==> src/logic/cmb_pkg.sv <==
// Shared constants for the mode and bit-timing configuration block
package cmb_pkg;
	localparam int unsigned ADDR_W = 8;
	localparam int unsigned DATA_W = 32;

	////////////////////////////////////////////////////////////////////////
	// Byte offsets of the word registers
	localparam logic [ADDR_W-1:0] OFF_RST_EN = 8'h00;
	localparam logic [ADDR_W-1:0] OFF_MODE = 8'h04;
	localparam logic [ADDR_W-1:0] OFF_PRESC = 8'h08;
	localparam logic [ADDR_W-1:0] OFF_TIMING = 8'h0c;
	localparam logic [ADDR_W-1:0] OFF_STATUS = 8'h18;
	localparam logic [DATA_W-1:0] RST_WORD = 32'h0000_0000;

	////////////////////////////////////////////////////////////////////////
	// Field positions in bus order: printed bit n sits at bus bit 31-n
	localparam int unsigned EN_BIT = 1;
	localparam int unsigned SOFT_RST_BIT = 0;
	localparam int unsigned LOOP_BIT = 1;
	localparam int unsigned SLEEP_BIT = 0;
	localparam int unsigned PRESC_LSB = 0;
	localparam int unsigned PRESC_W = 8;
	localparam int unsigned SEG1_LSB = 0;
	localparam int unsigned SEG1_W = 4;
	localparam int unsigned SEG2_LSB = 4;
	localparam int unsigned SEG2_W = 3;
	localparam int unsigned JW_LSB = 7;
	localparam int unsigned JW_W = 2;
	localparam int unsigned STAT_CFG_BIT = 0;
	localparam int unsigned STAT_LOOP_BIT = 1;
	localparam int unsigned STAT_SLEEP_BIT = 2;
	localparam int unsigned STAT_NORM_BIT = 3;

	////////////////////////////////////////////////////////////////////////
	// Bus levels and timing
	localparam logic RECESSIVE = 1'b1;
	localparam logic DOMINANT = 1'b0;
	localparam int unsigned IDLE_BITS = 11;
	localparam int unsigned REC_W = 4;
	localparam logic [REC_W-1:0] IDLE_LAST = 4'(IDLE_BITS - 1);
	localparam int unsigned QCNT_W = 5;
endpackage

==> src/logic/cmb_bt_if.sv <==
// Settings and sample strobe between the config core and the bit timer
interface cmb_bt_if;
	logic run;
	logic [cmb_pkg::PRESC_W-1:0] presc;
	logic [cmb_pkg::SEG1_W-1:0] seg1;
	logic [cmb_pkg::SEG2_W-1:0] seg2;
	logic [cmb_pkg::JW_W-1:0] jw;
	logic rx;
	logic smp;
	logic bit_val;
	modport cfg (output run, presc, seg1, seg2, jw, rx, input smp, bit_val);
	modport tmr (input run, presc, seg1, seg2, jw, rx, output smp, bit_val);
endinterface

==> src/logic/cmb_bit_timer.sv <==
// Quantum prescaler and bit-segment sequencer with resynchronisation
module cmb_bit_timer (
	// Clock and reset
	input wire logic clk_sys,
	input wire logic reset_n,
	// Settings in, sample out
	cmb_bt_if.tmr bt
);
	typedef enum logic [1:0] {PH_SYNC, PH_SEG1, PH_SEG2} cmb_phase_t;

	cmb_phase_t ph_q;
	logic [cmb_pkg::PRESC_W-1:0] pcnt_q;
	logic [cmb_pkg::QCNT_W-1:0] qcnt_q;
	logic [cmb_pkg::QCNT_W-1:0] lim_q;
	logic [cmb_pkg::QCNT_W-1:0] jump;
	logic [cmb_pkg::QCNT_W-1:0] left;
	logic [cmb_pkg::QCNT_W-1:0] qnext;
	logic tick_q;
	logic prev_q;
	logic rs_q;
	logic smp_q;
	logic bit_q;
	logic edge_s;

	assign jump = cmb_pkg::QCNT_W'(bt.jw) + 1'b1;
	assign qnext = qcnt_q + 1'b1;
	assign left = lim_q - qcnt_q;
	// One resync per bit, only on a recessive to dominant edge
	assign edge_s = tick_q && prev_q == cmb_pkg::RECESSIVE && bt.rx == cmb_pkg::DOMINANT && !rs_q;
	assign bt.smp = smp_q;
	assign bt.bit_val = bit_q;

	////////////////////////////////////////////////////////////////////////
	// Quantum tick every presc+1 clocks
	always_ff @(posedge clk_sys or negedge reset_n) begin
		if (!reset_n) begin
			pcnt_q <= '0;
			tick_q <= 1'b0;
		end else if (!bt.run || pcnt_q == bt.presc) begin
			pcnt_q <= '0;
			tick_q <= bt.run;
		end else begin
			pcnt_q <= pcnt_q + 1'b1;
			tick_q <= 1'b0;
		end
	end

	always_ff @(posedge clk_sys or negedge reset_n) begin
		if (!reset_n) begin
			prev_q <= cmb_pkg::RECESSIVE;
		end else if (tick_q) begin
			prev_q <= bt.rx;
		end
	end

	////////////////////////////////////////////////////////////////////////
	// Sync, segment one, segment two
	always_ff @(posedge clk_sys or negedge reset_n) begin
		if (!reset_n) begin
			ph_q <= PH_SYNC;
			qcnt_q <= '0;
			lim_q <= '0;
			rs_q <= 1'b0;
			smp_q <= 1'b0;
			bit_q <= cmb_pkg::RECESSIVE;
		end else begin
			smp_q <= 1'b0;
			if (!bt.run) begin
				ph_q <= PH_SYNC;
				qcnt_q <= '0;
				rs_q <= 1'b0;
			end else if (tick_q) begin
				case (ph_q)
					PH_SYNC: begin
						ph_q <= PH_SEG1;
						qcnt_q <= '0;
						lim_q <= cmb_pkg::QCNT_W'(bt.seg1);
						rs_q <= edge_s;
					end
					PH_SEG1: begin
						if (edge_s) begin
							// Late edge: stretch segment one by at most the jump width
							lim_q <= cmb_pkg::QCNT_W'(bt.seg1) + ((qnext < jump) ? qnext : jump);
							rs_q <= 1'b1;
							qcnt_q <= qnext;
						end else if (qcnt_q >= lim_q) begin
							ph_q <= PH_SEG2;
							qcnt_q <= '0;
							lim_q <= cmb_pkg::QCNT_W'(bt.seg2);
							smp_q <= 1'b1;
							bit_q <= bt.rx;
						end else begin
							qcnt_q <= qnext;
						end
					end
					PH_SEG2: begin
						if (edge_s && left < jump) begin
							// Early edge close to the end: it becomes the next sync quantum
							ph_q <= PH_SEG1;
							qcnt_q <= '0;
							lim_q <= cmb_pkg::QCNT_W'(bt.seg1);
							rs_q <= 1'b0;
						end else if (edge_s) begin
							lim_q <= lim_q - jump;
							rs_q <= 1'b1;
							qcnt_q <= qnext;
						end else if (qcnt_q >= lim_q) begin
							ph_q <= PH_SYNC;
							qcnt_q <= '0;
							rs_q <= 1'b0;
						end else begin
							qcnt_q <= qnext;
						end
					end
					default: begin
						ph_q <= PH_SYNC;
					end
				endcase
			end
		end
	end
endmodule

==> src/logic/cmb_config.sv <==
// Mode control and bit-timing configuration registers of the bus controller
// Overview of operation
// - Writing the reset/enable register with enable zero enters configuration mode.
// - Configuration mode drives recessive and neither sends nor receives.
// - After power-up enable and soft reset are zero, configuration flag one.
// - Prescaler and bit timing accept writes only while enable is zero.
// - Once enabled, wait for 11 recessive bits, then report the chosen mode.
// - Enable at bit 30, soft reset at 31; enable picks mode or configuration.
// - Soft reset clears all configuration registers; it always reads back zero.
// - Mode bits zero means normal; sleep bit selects sleep, loop bit loop-back.
// - Loop-back and sleep both set: loop-back alone is used.
// - Mode register holds loop-back at bit 30, sleep at 31, reset zero.
// - Loop-back select is writable only while enable is zero.
// - Waking from sleep clears the sleep select bit in hardware.
// - Prescaler field bits 24-31; quantum clock is clock divided by value+1.
// - Timing register: jump width 23-24, segment two 25-27, segment one 28-31.
// - Each timing field counts one more quantum than programmed.
// - Segment one is propagation plus phase one; segment two is phase two.
// - Registers are 32 bits, bit 0 the most significant.
// - Reserved bits read as zero.
module cmb_config (
	// Clock and reset
	input wire logic clk_sys,
	input wire logic reset_n,
	// Register port, byte address of aligned words
	input wire logic [cmb_pkg::ADDR_W-1:0] reg_addr,
	input wire logic reg_wr_en,
	input wire logic reg_rd_en,
	input wire logic [cmb_pkg::DATA_W-1:0] reg_wdata,
	output logic [cmb_pkg::DATA_W-1:0] reg_rdata,
	output logic reg_rvalid,
	// Bus line through the transceiver
	input wire logic can_rx,
	output logic can_tx,
	// Protocol engine side
	input wire logic eng_tx_bit,
	output logic eng_smp,
	output logic eng_bit,
	// Operating mode
	output logic mode_cfg,
	output logic mode_normal,
	output logic mode_loop,
	output logic mode_sleep
);
	typedef enum logic [2:0] {ST_CONFIG, ST_WAIT, ST_NORMAL, ST_LOOP, ST_SLEEP} cmb_mode_t;

	cmb_mode_t st_q;
	cmb_mode_t st_d;
	logic en_q;
	logic loop_q;
	logic slp_q;
	logic [cmb_pkg::PRESC_W-1:0] presc_q;
	logic [cmb_pkg::SEG1_W-1:0] seg1_q;
	logic [cmb_pkg::SEG2_W-1:0] seg2_q;
	logic [cmb_pkg::JW_W-1:0] jw_q;
	logic rx_meta_q;
	logic rx_sync_q;
	logic [cmb_pkg::REC_W-1:0] rec_q;
	logic can_tx_q;
	logic smp_q;
	logic bit_q;
	logic cfg_q;
	logic norm_q;
	logic lpm_q;
	logic slm_q;
	logic [cmb_pkg::DATA_W-1:0] rdata_q;
	logic [cmb_pkg::DATA_W-1:0] rd_word;
	logic rvalid_q;
	logic w_rst;
	logic w_mode;
	logic w_presc;
	logic w_tim;
	logic soft_rst;
	logic idle_done;
	logic wake;

	cmb_bt_if bt();

	cmb_bit_timer u_timer (
		.clk_sys(clk_sys),
		.reset_n(reset_n),
		.bt(bt.tmr)
	);

	function automatic logic wr_hit(input logic we, input logic [cmb_pkg::ADDR_W-1:0] a,
			input logic [cmb_pkg::ADDR_W-1:0] off);
		return we && a == off;
	endfunction

	////////////////////////////////////////////////////////////////////////
	// Write decode
	assign w_rst = wr_hit(reg_wr_en, reg_addr, cmb_pkg::OFF_RST_EN);
	assign w_mode = wr_hit(reg_wr_en, reg_addr, cmb_pkg::OFF_MODE);
	assign w_presc = wr_hit(reg_wr_en, reg_addr, cmb_pkg::OFF_PRESC);
	assign w_tim = wr_hit(reg_wr_en, reg_addr, cmb_pkg::OFF_TIMING);
	assign soft_rst = w_rst && reg_wdata[cmb_pkg::SOFT_RST_BIT];

	////////////////////////////////////////////////////////////////////////
	// Reset/enable register
	always_ff @(posedge clk_sys or negedge reset_n) begin
		if (!reset_n) begin
			en_q <= 1'b0;
		end else if (soft_rst) begin
			en_q <= 1'b0;
		end else if (w_rst) begin
			en_q <= reg_wdata[cmb_pkg::EN_BIT];
		end
	end

	////////////////////////////////////////////////////////////////////////
	// Mode select register
	assign wake = st_q == ST_SLEEP && bt.smp && bt.bit_val == cmb_pkg::DOMINANT;

	always_ff @(posedge clk_sys or negedge reset_n) begin
		if (!reset_n) begin
			loop_q <= 1'b0;
			slp_q <= 1'b0;
		end else if (soft_rst) begin
			loop_q <= 1'b0;
			slp_q <= 1'b0;
		end else if (w_mode) begin
			// A software write wins over the wake-up clear in the same cycle
			slp_q <= reg_wdata[cmb_pkg::SLEEP_BIT];
			if (!en_q) begin
				loop_q <= reg_wdata[cmb_pkg::LOOP_BIT];
			end
		end else if (wake) begin
			slp_q <= 1'b0;
		end
	end

	////////////////////////////////////////////////////////////////////////
	// Prescaler and bit timing, locked while enabled
	always_ff @(posedge clk_sys or negedge reset_n) begin
		if (!reset_n) begin
			presc_q <= '0;
		end else if (soft_rst) begin
			presc_q <= '0;
		end else if (w_presc && !en_q) begin
			presc_q <= reg_wdata[cmb_pkg::PRESC_LSB +: cmb_pkg::PRESC_W];
		end
	end

	always_ff @(posedge clk_sys or negedge reset_n) begin
		if (!reset_n) begin
			seg1_q <= '0;
			seg2_q <= '0;
			jw_q <= '0;
		end else if (soft_rst) begin
			seg1_q <= '0;
			seg2_q <= '0;
			jw_q <= '0;
		end else if (w_tim && !en_q) begin
			seg1_q <= reg_wdata[cmb_pkg::SEG1_LSB +: cmb_pkg::SEG1_W];
			seg2_q <= reg_wdata[cmb_pkg::SEG2_LSB +: cmb_pkg::SEG2_W];
			jw_q <= reg_wdata[cmb_pkg::JW_LSB +: cmb_pkg::JW_W];
		end
	end

	////////////////////////////////////////////////////////////////////////
	// Bus receive path; loop-back feeds the engine's own bits back
	always_ff @(posedge clk_sys or negedge reset_n) begin
		if (!reset_n) begin
			rx_meta_q <= cmb_pkg::RECESSIVE;
			rx_sync_q <= cmb_pkg::RECESSIVE;
		end else begin
			rx_meta_q <= can_rx;
			rx_sync_q <= rx_meta_q;
		end
	end

	assign bt.run = en_q;
	assign bt.presc = presc_q;
	assign bt.seg1 = seg1_q;
	assign bt.seg2 = seg2_q;
	assign bt.jw = jw_q;
	assign bt.rx = (st_q == ST_LOOP) ? eng_tx_bit : rx_sync_q;

	////////////////////////////////////////////////////////////////////////
	// Bus idle detection before leaving configuration
	assign idle_done = bt.smp && bt.bit_val == cmb_pkg::RECESSIVE && rec_q == cmb_pkg::IDLE_LAST;

	always_ff @(posedge clk_sys or negedge reset_n) begin
		if (!reset_n) begin
			rec_q <= '0;
		end else if (st_q != ST_WAIT) begin
			rec_q <= '0;
		end else if (bt.smp) begin
			// Any dominant bit restarts the count
			rec_q <= (bt.bit_val == cmb_pkg::RECESSIVE) ? rec_q + 1'b1 : '0;
		end
	end

	////////////////////////////////////////////////////////////////////////
	// Operating mode
	always_comb begin
		st_d = st_q;
		case (st_q)
			ST_CONFIG: begin
				if (en_q) begin
					st_d = ST_WAIT;
				end
			end
			ST_WAIT: begin
				if (idle_done) begin
					if (loop_q) begin
						st_d = ST_LOOP;
					end else if (slp_q) begin
						st_d = ST_SLEEP;
					end else begin
						st_d = ST_NORMAL;
					end
				end
			end
			ST_NORMAL: begin
				if (slp_q) begin
					st_d = ST_SLEEP;
				end
			end
			ST_LOOP: begin
				st_d = ST_LOOP;
			end
			ST_SLEEP: begin
				if (!slp_q) begin
					st_d = ST_NORMAL;
				end
			end
			default: begin
				st_d = ST_CONFIG;
			end
		endcase
		if (!en_q) begin
			st_d = ST_CONFIG;
		end
	end

	always_ff @(posedge clk_sys or negedge reset_n) begin
		if (!reset_n) begin
			st_q <= ST_CONFIG;
		end else begin
			st_q <= st_d;
		end
	end

	////////////////////////////////////////////////////////////////////////
	// Bus drive and engine strobes
	always_ff @(posedge clk_sys or negedge reset_n) begin
		if (!reset_n) begin
			can_tx_q <= cmb_pkg::RECESSIVE;
			smp_q <= 1'b0;
			bit_q <= cmb_pkg::RECESSIVE;
		end else begin
			// Loop-back and sleep keep the line recessive too
			can_tx_q <= (st_q == ST_NORMAL) ? eng_tx_bit : cmb_pkg::RECESSIVE;
			smp_q <= bt.smp && (st_q inside {ST_NORMAL, ST_LOOP});
			bit_q <= bt.bit_val;
		end
	end

	always_ff @(posedge clk_sys or negedge reset_n) begin
		if (!reset_n) begin
			cfg_q <= 1'b1;
			norm_q <= 1'b0;
			lpm_q <= 1'b0;
			slm_q <= 1'b0;
		end else begin
			cfg_q <= st_q inside {ST_CONFIG, ST_WAIT};
			norm_q <= st_q == ST_NORMAL;
			lpm_q <= st_q == ST_LOOP;
			slm_q <= st_q == ST_SLEEP;
		end
	end

	assign can_tx = can_tx_q;
	assign eng_smp = smp_q;
	assign eng_bit = bit_q;
	assign mode_cfg = cfg_q;
	assign mode_normal = norm_q;
	assign mode_loop = lpm_q;
	assign mode_sleep = slm_q;

	////////////////////////////////////////////////////////////////////////
	// Read path, one cycle latency
	always_comb begin
		rd_word = cmb_pkg::RST_WORD;
		case (reg_addr)
			cmb_pkg::OFF_RST_EN: begin
				rd_word[cmb_pkg::EN_BIT] = en_q;
			end
			cmb_pkg::OFF_MODE: begin
				rd_word[cmb_pkg::LOOP_BIT] = loop_q;
				rd_word[cmb_pkg::SLEEP_BIT] = slp_q;
			end
			cmb_pkg::OFF_PRESC: begin
				rd_word[cmb_pkg::PRESC_LSB +: cmb_pkg::PRESC_W] = presc_q;
			end
			cmb_pkg::OFF_TIMING: begin
				rd_word[cmb_pkg::SEG1_LSB +: cmb_pkg::SEG1_W] = seg1_q;
				rd_word[cmb_pkg::SEG2_LSB +: cmb_pkg::SEG2_W] = seg2_q;
				rd_word[cmb_pkg::JW_LSB +: cmb_pkg::JW_W] = jw_q;
			end
			cmb_pkg::OFF_STATUS: begin
				rd_word[cmb_pkg::STAT_CFG_BIT] = cfg_q;
				rd_word[cmb_pkg::STAT_LOOP_BIT] = lpm_q;
				rd_word[cmb_pkg::STAT_SLEEP_BIT] = slm_q;
				rd_word[cmb_pkg::STAT_NORM_BIT] = norm_q;
			end
			default: begin
				rd_word = cmb_pkg::RST_WORD;
			end
		endcase
	end

	always_ff @(posedge clk_sys or negedge reset_n) begin
		if (!reset_n) begin
			rdata_q <= cmb_pkg::RST_WORD;
			rvalid_q <= 1'b0;
		end else begin
			rvalid_q <= reg_rd_en;
			if (reg_rd_en) begin
				rdata_q <= rd_word;
			end
		end
	end

	assign reg_rdata = rdata_q;
	assign reg_rvalid = rvalid_q;
endmodule

==> config.mk <==
export PLATFORM = sky130hd
export DESIGN_NAME = cmb_config
export DESIGN_NICKNAME = d
export VERILOG_FILES = /design/src/logic/cmb_pkg.sv /design/src/logic/cmb_bt_if.sv /design/src/logic/cmb_bit_timer.sv /design/src/logic/cmb_config.sv
export SDC_FILE = /design/constraint.sdc
export NUM_CORES = 1
export LEC_CHECK = 0
export ABC_CLOCK_PERIOD_IN_PS = 3520
export BUFFER_PORTS_ARGS = -buffer_cell sky130_fd_sc_hd__buf_2
export CORE_ASPECT_RATIO = 0.7
export CORE_UTILIZATION = 58
export CTS_BUF_LIST = sky130_fd_sc_hd__clkbuf_4
export DETAILED_ROUTE_END_ITERATION = 8
export GPL_ROUTABILITY_DRIVEN = 0
export HOLD_SLACK_MARGIN = 0.02
export PLACE_DENSITY = 0.83
export SYNTH_ARGS = -nofsm -noshare
export SYNTH_HDL_FRONTEND = slang
export SYNTH_HIERARCHICAL = 1
export SYNTH_SLANG_ARGS = --single-unit
==> constraint.sdc <==
create_clock -name clk_sys -period 3.52 [get_ports clk_sys]
set_input_delay 0.352 -clock clk_sys [delete_from_list [all_inputs] [get_ports clk_sys]]
set_output_delay 0.352 -clock clk_sys [all_outputs]
set_load 0.005 [all_outputs]
[After elaboration in Yosys (flattened, before gate mapping)]
Cells that the tools add are included.
Operators by class
  $add $sub $neg: 7
  order comparisons: 3
  equal/unequal tests: 27
  muxes and demuxes: 67
  bitwise logic cells: 3
  reductions and logical operators: 38
Operator list (count)
  two-way mux 5 bit: 10
  case mux 5 bit (3 select lines): 2
  two-way mux 3 bit: 8
  two-way mux 8 bit: 3
  two-way mux 1 bit: 23
  two-way mux 4 bit: 5
  two-way mux 2 bit: 9
  == test 8 x 4 -> 1 bit, second input constant: 2
  logical AND 1 bit: 16
  case mux 3 bit (5 select lines): 1
  AND reduction 5 bit: 3
  nonzero test 2 bit: 7
  inequality test 3 bit, second input constant: 4
  case mux 2 bit (3 select lines): 2
  < comparator 5 bit: 2
  subtractor 5 bit: 2
  inequality test 3 x 1 -> 1 bit, second input constant: 3
  adder 8 x 1 -> 8 bit, second input constant: 1
  == test 8 x 3 -> 1 bit, second input constant: 1
  == test 8 x 5 -> 1 bit, second input constant: 1
  == test 8 bit: 1
  zero test 8 bit: 1
  case mux 4 bit (2 select lines): 1
  == test 3 x 2 -> 1 bit, second input constant: 2
  other kinds (28): 35
Storage, ports and cells
  register bits after elaboration: 71
  bits of input ports: 46
  output and inout bits: 40
  logic and storage cells: 174

[Depth between registers and ports, before layout]
Gate-level depths: netlist (run 1).
  word-level depth: 10
  gate-level depth with buffers: 15
  gate-level depth less buffers: 15

[By module]
Netlist (run 1), hierarchy kept.
Modules (own cells, without submodules)
  cmb_config: instances 1, cells an instance 251, area an instance 2549.9 um2, sequential area each 1157.4 um2
  cmb_bit_timer: instances 1, cells an instance 251, area an instance 2195.9 um2, sequential area each 628.1 um2

[Least setup slack after synthesis (run 1)]
No wires, ideal clock.
  path type: reg-to-reg
  from: register jw_q, in the netlist bt.jw[0]
  to: register u_timer/lim_q[3] (netlist bit)
  arrival time: 3.088 ns
  path slack: 0.294 ns
  stages on the path, launching flop included: 15
  path through: dfrtp_1 > ha_1 > inv_1 > ha_1 > a21o_1 > a211oi_2 > mux2i_1 > inv_1 > ha_1 > a21o_1 > a21oi_1 > xor2_1 > o21ai_0 > a211oi_1 > o32ai_1
Between the ends
  cells in the longest elaborated chain, start to end: 6
Ends and longest elaborated chain
  from (decl): RTL line cmb_config.sv:55  | logic [cmb_pkg::JW_W-1:0] jw_q;
  from (signal assigned): RTL line cmb_config.sv:156  | jw_q <= reg_wdata[cmb_pkg::JW_LSB +: cmb_pkg::JW_W];
  adder 2 x 1 -> 3 bit *: RTL line cmb_bit_timer.sv:25  | assign jump = cmb_pkg::QCNT_W'(bt.jw) + 1'b1;
  < comparator 5 bit: RTL line cmb_bit_timer.sv:83  | lim_q <= cmb_pkg::QCNT_W'(bt.seg1) + ((qnext < jump) ? qnext : jump);
  two-way mux 5 bit: RTL line cmb_bit_timer.sv:83
  adder 4 x 5 -> 5 bit: RTL line cmb_bit_timer.sv:83
  two-way mux 5 bit: RTL line cmb_bit_timer.sv:81  | if (edge_s) begin
  case mux 5 bit (3 select lines): RTL line cmb_bit_timer.sv:73  | case (ph_q)
  to (signal assigned): RTL line cmb_bit_timer.sv:77  | lim_q <= cmb_pkg::QCNT_W'(bt.seg1);
  to (signal assigned): RTL line cmb_bit_timer.sv:83
  to (signal assigned): RTL line cmb_bit_timer.sv:89  | lim_q <= cmb_pkg::QCNT_W'(bt.seg2);
  to (decl): RTL line cmb_bit_timer.sv:14  | logic [cmb_pkg::QCNT_W-1:0] lim_q;
Mark *: on every way between the ends. The rest lies on a longest branch, timed or not. The select of a mux whose other input is x is not followed.
A chain may end at the register's enable or synchronous reset.

[Worst setup path after layout (run 1)]
Ends and elaborated chain as after synthesis.

==> results of run 1 <==
==> logic make-up (layout without fill, tap and decap cells) <==
group	after synthesis	in the layout	share of synthesized area, %
XOR/XNOR	24	24	4.43
AND/OR/NAND/NOR	165	165	20.2
other	2	24	0.158
multiplexers	18	18	3.93
AO/OA/AOI/OAI	121	121	17.8
buffers and inverters	72	96	7.70
flip-flops	71	71	37.6
adder cells (fa/ha/maj)	29	29	8.12
==> area by class of cell <==
| type | count | area share (%) |
|---|---|---|
| Clock buffer | 12 | 1.75 |
| Inverter | 30 | 2.19 |
| Multi-Input combinational cell | 381 | 52.5 |
| Tap cell | 101 | 2.45 |
| Sequential cell | 71 | 34.7 |
| Timing Repair Buffer | 52 | 5.78 |
| Clock inverter | 2 | 0.656 |
==> placed cells by master, fill, tap and decap left out, types with 12 or more instances in the layout <==
cell type	synthesis	layout
inv_1	29	29
mux2i_1	13	12
clkbuf_4	0	12
ha_1	26	24
nand2b_1	12	12
nand2_1	27	27
xor2_1	18	18
a21oi_1	32	32
nand4_1	23	23
o21ai_0	17	17
dfrtp_1	64	64
nor2_1	31	31
buf_2	7	39
conb_1	2	24
==> routing by layer <==
layer  share of wire [%]  track usage, %  up-vias
met4                 1.7            10.0        0
met1                  46            42.1     1934
met5                   0               0        -
li1                    -               -     1884
met3                 8.6            6.72       19
met2                  44            40.7      201
==> through the flow <==
step | worst slack [ps] | cell area (um^2) | instances
after global placement | 171 | 4960 | 631
final | 98.0 | 5150 | 649
after detailed placement | 66.6 | 4960 | 631
after CTS | 16.9 | 5110 | 647
after floorplan | 294 | 4830 | 524
after global routing | -36.3 | 5150 | 649
==> sequential cells by signal, summed over array words and instances, names as in the netlist, 2 cells and up <==
signal / flops
rec_q: 4
u_timer/pcnt_q: 8
u_timer/ph_q: 2
bt.seg2: 3
u_timer/lim_q: 5
u_timer/qcnt_q: 5
st_q: 3
reg_rdata: 9
bt.jw: 2
bt.seg1: 4
bt.presc: 8
==> worst reg2reg max path: stages (launching register included) <==
cell and delay [ps]:
dfrtp_1 400, ha_1 310, inv_1 90, ha_1 320
a21o_1 190, a211oi_4 250, mux2i_2 320, inv_1 80
ha_1 280, a21o_1 190, a21oi_1 170, xor2_1 90
o21ai_0 240, a211oi_1 90, o32ai_1 310
==> worst paths after layout <==
kind	startpoint	endpoint	slack, ps	cells after the start
hold reg to reg	rx_meta_q	rx_sync_q	360	0
setup reg to reg	bt.jw[0]	u_timer/lim_q[3]	100	14
max in group asynchronous	reset_n	rx_sync_q	2230	3
min in group asynchronous	reset_n	bt.presc[2]	460	2
setup / recovery	bt.jw[0]	u_timer/lim_q[3]	100	14
hold / removal	reg_rd_en	reg_rvalid	150	1
==> cells in the mapped netlist (8+ instances only) <==
cell	n
a21oi_1	32
a31oi_1	8
buf_4	23
clkbuf_1	10
dfrtp_1	64
ha_1	26
inv_1	29
mux2i_1	13
nand2_1	27
nand2b_1	12
nand3_1	10
nand4_1	23
nor2_1	31
nor2b_1	10
nor3_1	8
o21ai_0	17
o31ai_1	9
o41ai_1	10
xor2_1	18
==> where the power goes <==
group | internal [mW] | leakage, nW | switching [mW]
registers | 0.837 | 0.947 | 0.0210
logic | 0.0724 | 1.30 | 0.121
clock network | 0.232 | 0.0709 | 0.280
==> repair_timing <==
action                                  CTS  global route
endpoints found under the setup margin    0             2
hold endpoints to repair                 27             0
resized for setup                         0             4
hold buffers                              2             0
setup buffers                             0             2
==> results_dict.tcl, run 1 <==
set metrics [dict create \
    rows 27 \
    drc 0 \
    drive_gt1_share_pct 17.2 \
    path_buf_inv 2 \
    fin_util_pct 65.1 \
    yosysWarnings 6 \
    cts_tree "built" \
    grt_max_degree 30 \
    worst_pin_slew_ps 752 \
    p_total_mw 1.56 \
    p_per_area_nw_per_um2 303 \
    crit_top_cell "ha_1" \
    cts_max_level 3 \
    hold_viol 0 \
    ant_nets 0 \
    leakagePower_nw 2.32 \
    wl_per_cell_um 17.8 \
    numCtsBuffers 9 \
    slowest_delay_ps 400 \
    multiInputGateArea_um2 2700 \
    worstSetupStartpointType "flip-flop" \
    cp_slowest_cell "dfrtp_1" \
    period_share_pct 97.2 \
    die_x_um 110 \
    cap_violations 0 \
    yosys.area.top_type "dfrtp_1" \
    run_status "finished, final reports clean" \
    overflow 0 \
    cts.sink_count 71 \
    crit_type "flip-flop to flip-flop" \
    ys_seq_area_share_pct 37.6 \
    antenna_found_initial 0 \
    nFillCells 649 \
    drt_iter0_drc 390 \
    ir_worst_vdd_mv 0.209 \
    design.core.area_um2 7910 \
    root_buffer "clkbuf_4" \
    register_area_um2 1790 \
    async_flop_share_pct 100 \
    ys_types 71 \
    syn_inst 502 \
    clk_latency_ps 430 \
    tns_ps 0 \
    synth_top_cell_area_share_pct 33.7 \
    cp_top_family "compound AO/OA/AOI/OAI gates" \
    die_h_um 77.7 \
    yosys_register_bits 71 \
    layout.nets 620 \
    layout_min_cycle_time_ps 3420 \
    required_ps 3840 \
    slew-limit-headroom_pct 49.2 \
    whs_ps 149 \
    setup_viol 0 \
    min_path_type "input port to flip-flop" \
    grt_pass1_wl_um 18600 \
    insertedDiodeCount 0 \
    synth_edf_count 0 \
    avgSynthCellArea_um2 9.45 \
    clkSlewWorstSetupHoldPaths_ps 110 \
    initial_core_util_pct 60.0 \
    grt_usage_pct 28.6 \
    critPathArrivalTime_ps 3740 \
    num_io_pins 86 \
    clockBufferDepth 2 \
    ys.flop_type "dfrtp_1" \
    path_max_fanout 3 \
    viasPerCell 6.22 \
    synth_area_leaders "dfrtp_1 34%, ha_1 6.9%, dfstp_2 3.9%, buf_4 3.6%, a21oi_1 3.4%" \
    post-dp-hpwl_um 8430 \
    grt_pass1_vias 3701 \
    syn_area_um2 4750 \
    port_buffers 39 \
    dr_total_vias 4038 \
    skew_ps 18.3 \
    fmax_mhz 292 \
    drv_slew 0 \
    wl_um 11500 \
    floorplan.die_area_um2 8550 \
    setup.worst_path.end_class "flip-flop" \
    syn2layout_area_growth_pct 8.52 \
    firstDrtPassIters 5 \
    path_cells "ha_1 -> inv_1 -> ha_1 -> a21o_1 -> a211oi_4 -> mux2i_2 -> inv_1 -> ha_1 -> a21o_1 -> a21oi_1 -> xor2_1 -> o21ai_0 -> a211oi_1 -> o32ai_1" \
]
Note: power is estimated with default switching activity, not from simulation.
==> inputs of run 2 (changes only) <==
--- a/config.mk
+++ b/config.mk
@@ -6,14 +6,15 @@
 export NUM_CORES = 1
 export LEC_CHECK = 0
 export ABC_CLOCK_PERIOD_IN_PS = 3520
-export BUFFER_PORTS_ARGS = -buffer_cell sky130_fd_sc_hd__buf_2
+export BUFFER_PORTS_ARGS = -buffer_cell sky130_fd_sc_hd__buf_4
 export CORE_ASPECT_RATIO = 0.7
-export CORE_UTILIZATION = 58
-export CTS_BUF_LIST = sky130_fd_sc_hd__clkbuf_4
+export CORE_MARGIN = 3
+export CORE_UTILIZATION = 57
+export CTS_BUF_LIST = sky130_fd_sc_hd__clkbuf_16
 export DETAILED_ROUTE_END_ITERATION = 8
 export GPL_ROUTABILITY_DRIVEN = 0
 export HOLD_SLACK_MARGIN = 0.02
-export PLACE_DENSITY = 0.83
+export PLACE_DENSITY = 0.81
 export SYNTH_ARGS = -nofsm -noshare
 export SYNTH_HDL_FRONTEND = slang
 export SYNTH_HIERARCHICAL = 1
==> run 2 against run 1 <==
Die area is 11% higher. Final cell count is 0.31% lower. Hold slack worse by 17 ps. Clock skew is 11 ps lower. Non-clock buffer count is 4 lower. Critical endpoint unchanged. Total power is 34% higher. Routed wire length is 4.9% higher. Sequential cell count stayed put. Fmax is 1.3% higher. Global-route usage is 2.1 points lower. Largest cell class unchanged. Design area is 5.6% higher.
==> results_dict.tcl, run 2 (synthesis results as in run 1) <==
set metrics [dict create \
    run_status "finished, final reports clean" \
    worst_pin_slew_ps 892 \
    startpoint "bt.jw[1]" \
    wl_per_cell_um 18.7 \
    drc 0 \
    viasPerCell 6.36 \
    design.core.area_um2 7970 \
    whs_ps 132 \
    antenna_found_initial 0 \
    grt_max_degree 72 \
    skew_ps 6.82 \
    placed_cells 629 \
    drive_gt1_share_pct 17.6 \
    setup.worst_path.end_class "flip-flop" \
    dr_total_vias 4112 \
    die_x_um 115 \
    drt_iter0_drc 445 \
    wl_um 12100 \
    post-dp-hpwl_um 8470 \
    ant_nets 0 \
    firstDrtPassIters 6 \
    num_io_pins 86 \
    period_share_pct 95.9 \
    required_ps 3700 \
    die_h_um 82.3 \
    cellInternalPower_mw 1.60 \
    insertedDiodeCount 0 \
    floorplan.die_area_um2 9470 \
    cts_hold_buf 0 \
    grt_pass1_wl_um 19600 \
    critPathArrivalTime_ps 3560 \
    leakagePower_nw 2.41 \
    worstSetupStartpointType "flip-flop" \
    root_buffer "clkbuf_16" \
    placed_cell_area_um2 5050 \
    cts.sink_count 71 \
    setup_viol 0 \
    largest_reg_flops 9 \
    r2r-end "u_timer/lim_q[3]" \
    final_common_cell "dfrtp_1" \
    finalNonFillerCells 647 \
    grt_usage_pct 26.5 \
    cts_tree "built" \
    drv_slew 0 \
    rsz0062_at_grt "false" \
    swShare_pct 23.3 \
    overflow 0 \
    layout_min_cycle_time_ps 3380 \
    pwr-share-clk_pct 49.5 \
    clk_latency_ps 330 \
    layout.nets 616 \
    crit_type "flip-flop to flip-flop" \
    cts_max_level 3 \
    final_cell_area_um2 5440 \
    sequentialPowerShare_pct 41.1 \
    initial_core_util_pct 59.5 \
    ir_worst_vdd_mv 0.256 \
    fmax_mhz 296 \
    p_per_area_nw_per_um2 384 \
    cap_violations 0 \
    r2r_slack_ps 140 \
    clockBufferDepth 2 \
    switchingPower_uw 487 \
    min_path_type "input port to async pin" \
    rows 27 \
    syn2layout_area_growth_pct 14.6 \
    worstReg2RegStart "bt.jw[1]" \
    grt_pass1_vias 3864 \
    worstRegToRegCells 14 \
    critPathCapture "u_timer/lim_q[3]" \
    combPwrFrac_pct 9.4 \
    numCtsBuffers 9 \
    port_buffers 39 \
    path_max_fanout 4 \
    clkSlewWorstSetupHoldPaths_ps 60 \
    slew-limit-headroom_pct 40.5 \
    hold_viol 0 \
    final_cell_mix "64 x dfrtp_1, 48 x buf_4, 32 x a21oi_1" \
]
==> run 2: cell count changes in the layout (fill, tap and decap cells not counted), sizes merged <==
cell / delta
clkinv: +1
bufinv: +2
buf: -2
clkbuf: -3
inv: +1
clkinvlp: +1
dlygate4sd3: -2
==> run 2: repair_timing <==
item	CTS	global route
cloned	0	0
setup endpoints to repair	1	2
gates resized for setup	2	6
pin swaps	0	1
buffers inserted	1	1
==> run 2: through the flow <==
| stage | worst slack [ps] | setup TNS, ps | total power [mW] | util, % |
|---|---|---|---|---|
| floorplan | 294 | 0 | 0.998 | - |
| global placement | 92.2 | 0 | 1.05 | 63.3 |
| detailed placement | -6.06 | -6.06 | 1.06 | 63.3 |
| CTS | 26.7 | 0 | 2.09 | 67.8 |
| global route | 40.2 | 0 | 2.17 | 68.2 |
| finish | 143 | 0 | 2.09 | 68.2 |
==> run 2: worst min-delay path by stage <==
stage,slack [ps],to,depth (start not counted),startpoint
after global placement,350,rx_sync_q,0,rx_meta_q
after CTS,120,rx_meta_q,1,can_rx
after global routing,120,rx_meta_q,1,can_rx
final,130,bt.jw[0],1,reset_n
after detailed placement,350,rx_sync_q,0,rx_meta_q
after floorplan,60,bt.jw[0],0,reset_n
==> run 2: per-layer routing <==
layer | vias to the layer above | track usage (%) | part of all wire (%)
met5 | - | 0 | 0
met4 | 0 | 5.98 | 1.1
met3 | 16 | 6.70 | 9.4
met2 | 215 | 39.8 | 45
met1 | 2005 | 38.6 | 45
li1 | 1876 | - | -
==> run 2: cell type report <==
cell class              count  area [um^2]
multi-input cells         381         2720
fillers                   608         2530
flip-flops and latches     71         1790
repair buffers             48          360
clock buffers               9          225
well taps                 101          126
clock inverters             7          114
inverters                  30          113
==> run 2: worst max-delay path: stages (launching register included) <==
cell and delay (ps):
dfrtp_1 410, ha_4 310, inv_1 70, ha_1 310, a21o_1 190, a211oi_4 320
mux2i_2 300, inv_1 70, ha_1 270, a21o_1 190, a21oi_1 170, xor2_1 160
o21ai_1 90, a211oi_1 230, o32ai_1 130
==> run 2: power by group through the flow <==
stage               Combinational, mW  Sequential [mW]  Clock [mW]
floorplan                       0.132            0.866           0
global placement                0.179            0.872           0
detailed placement              0.184            0.873           0
CTS                             0.190            0.859        1.04
global route                    0.217            0.863        1.09
finish                          0.197            0.860        1.03
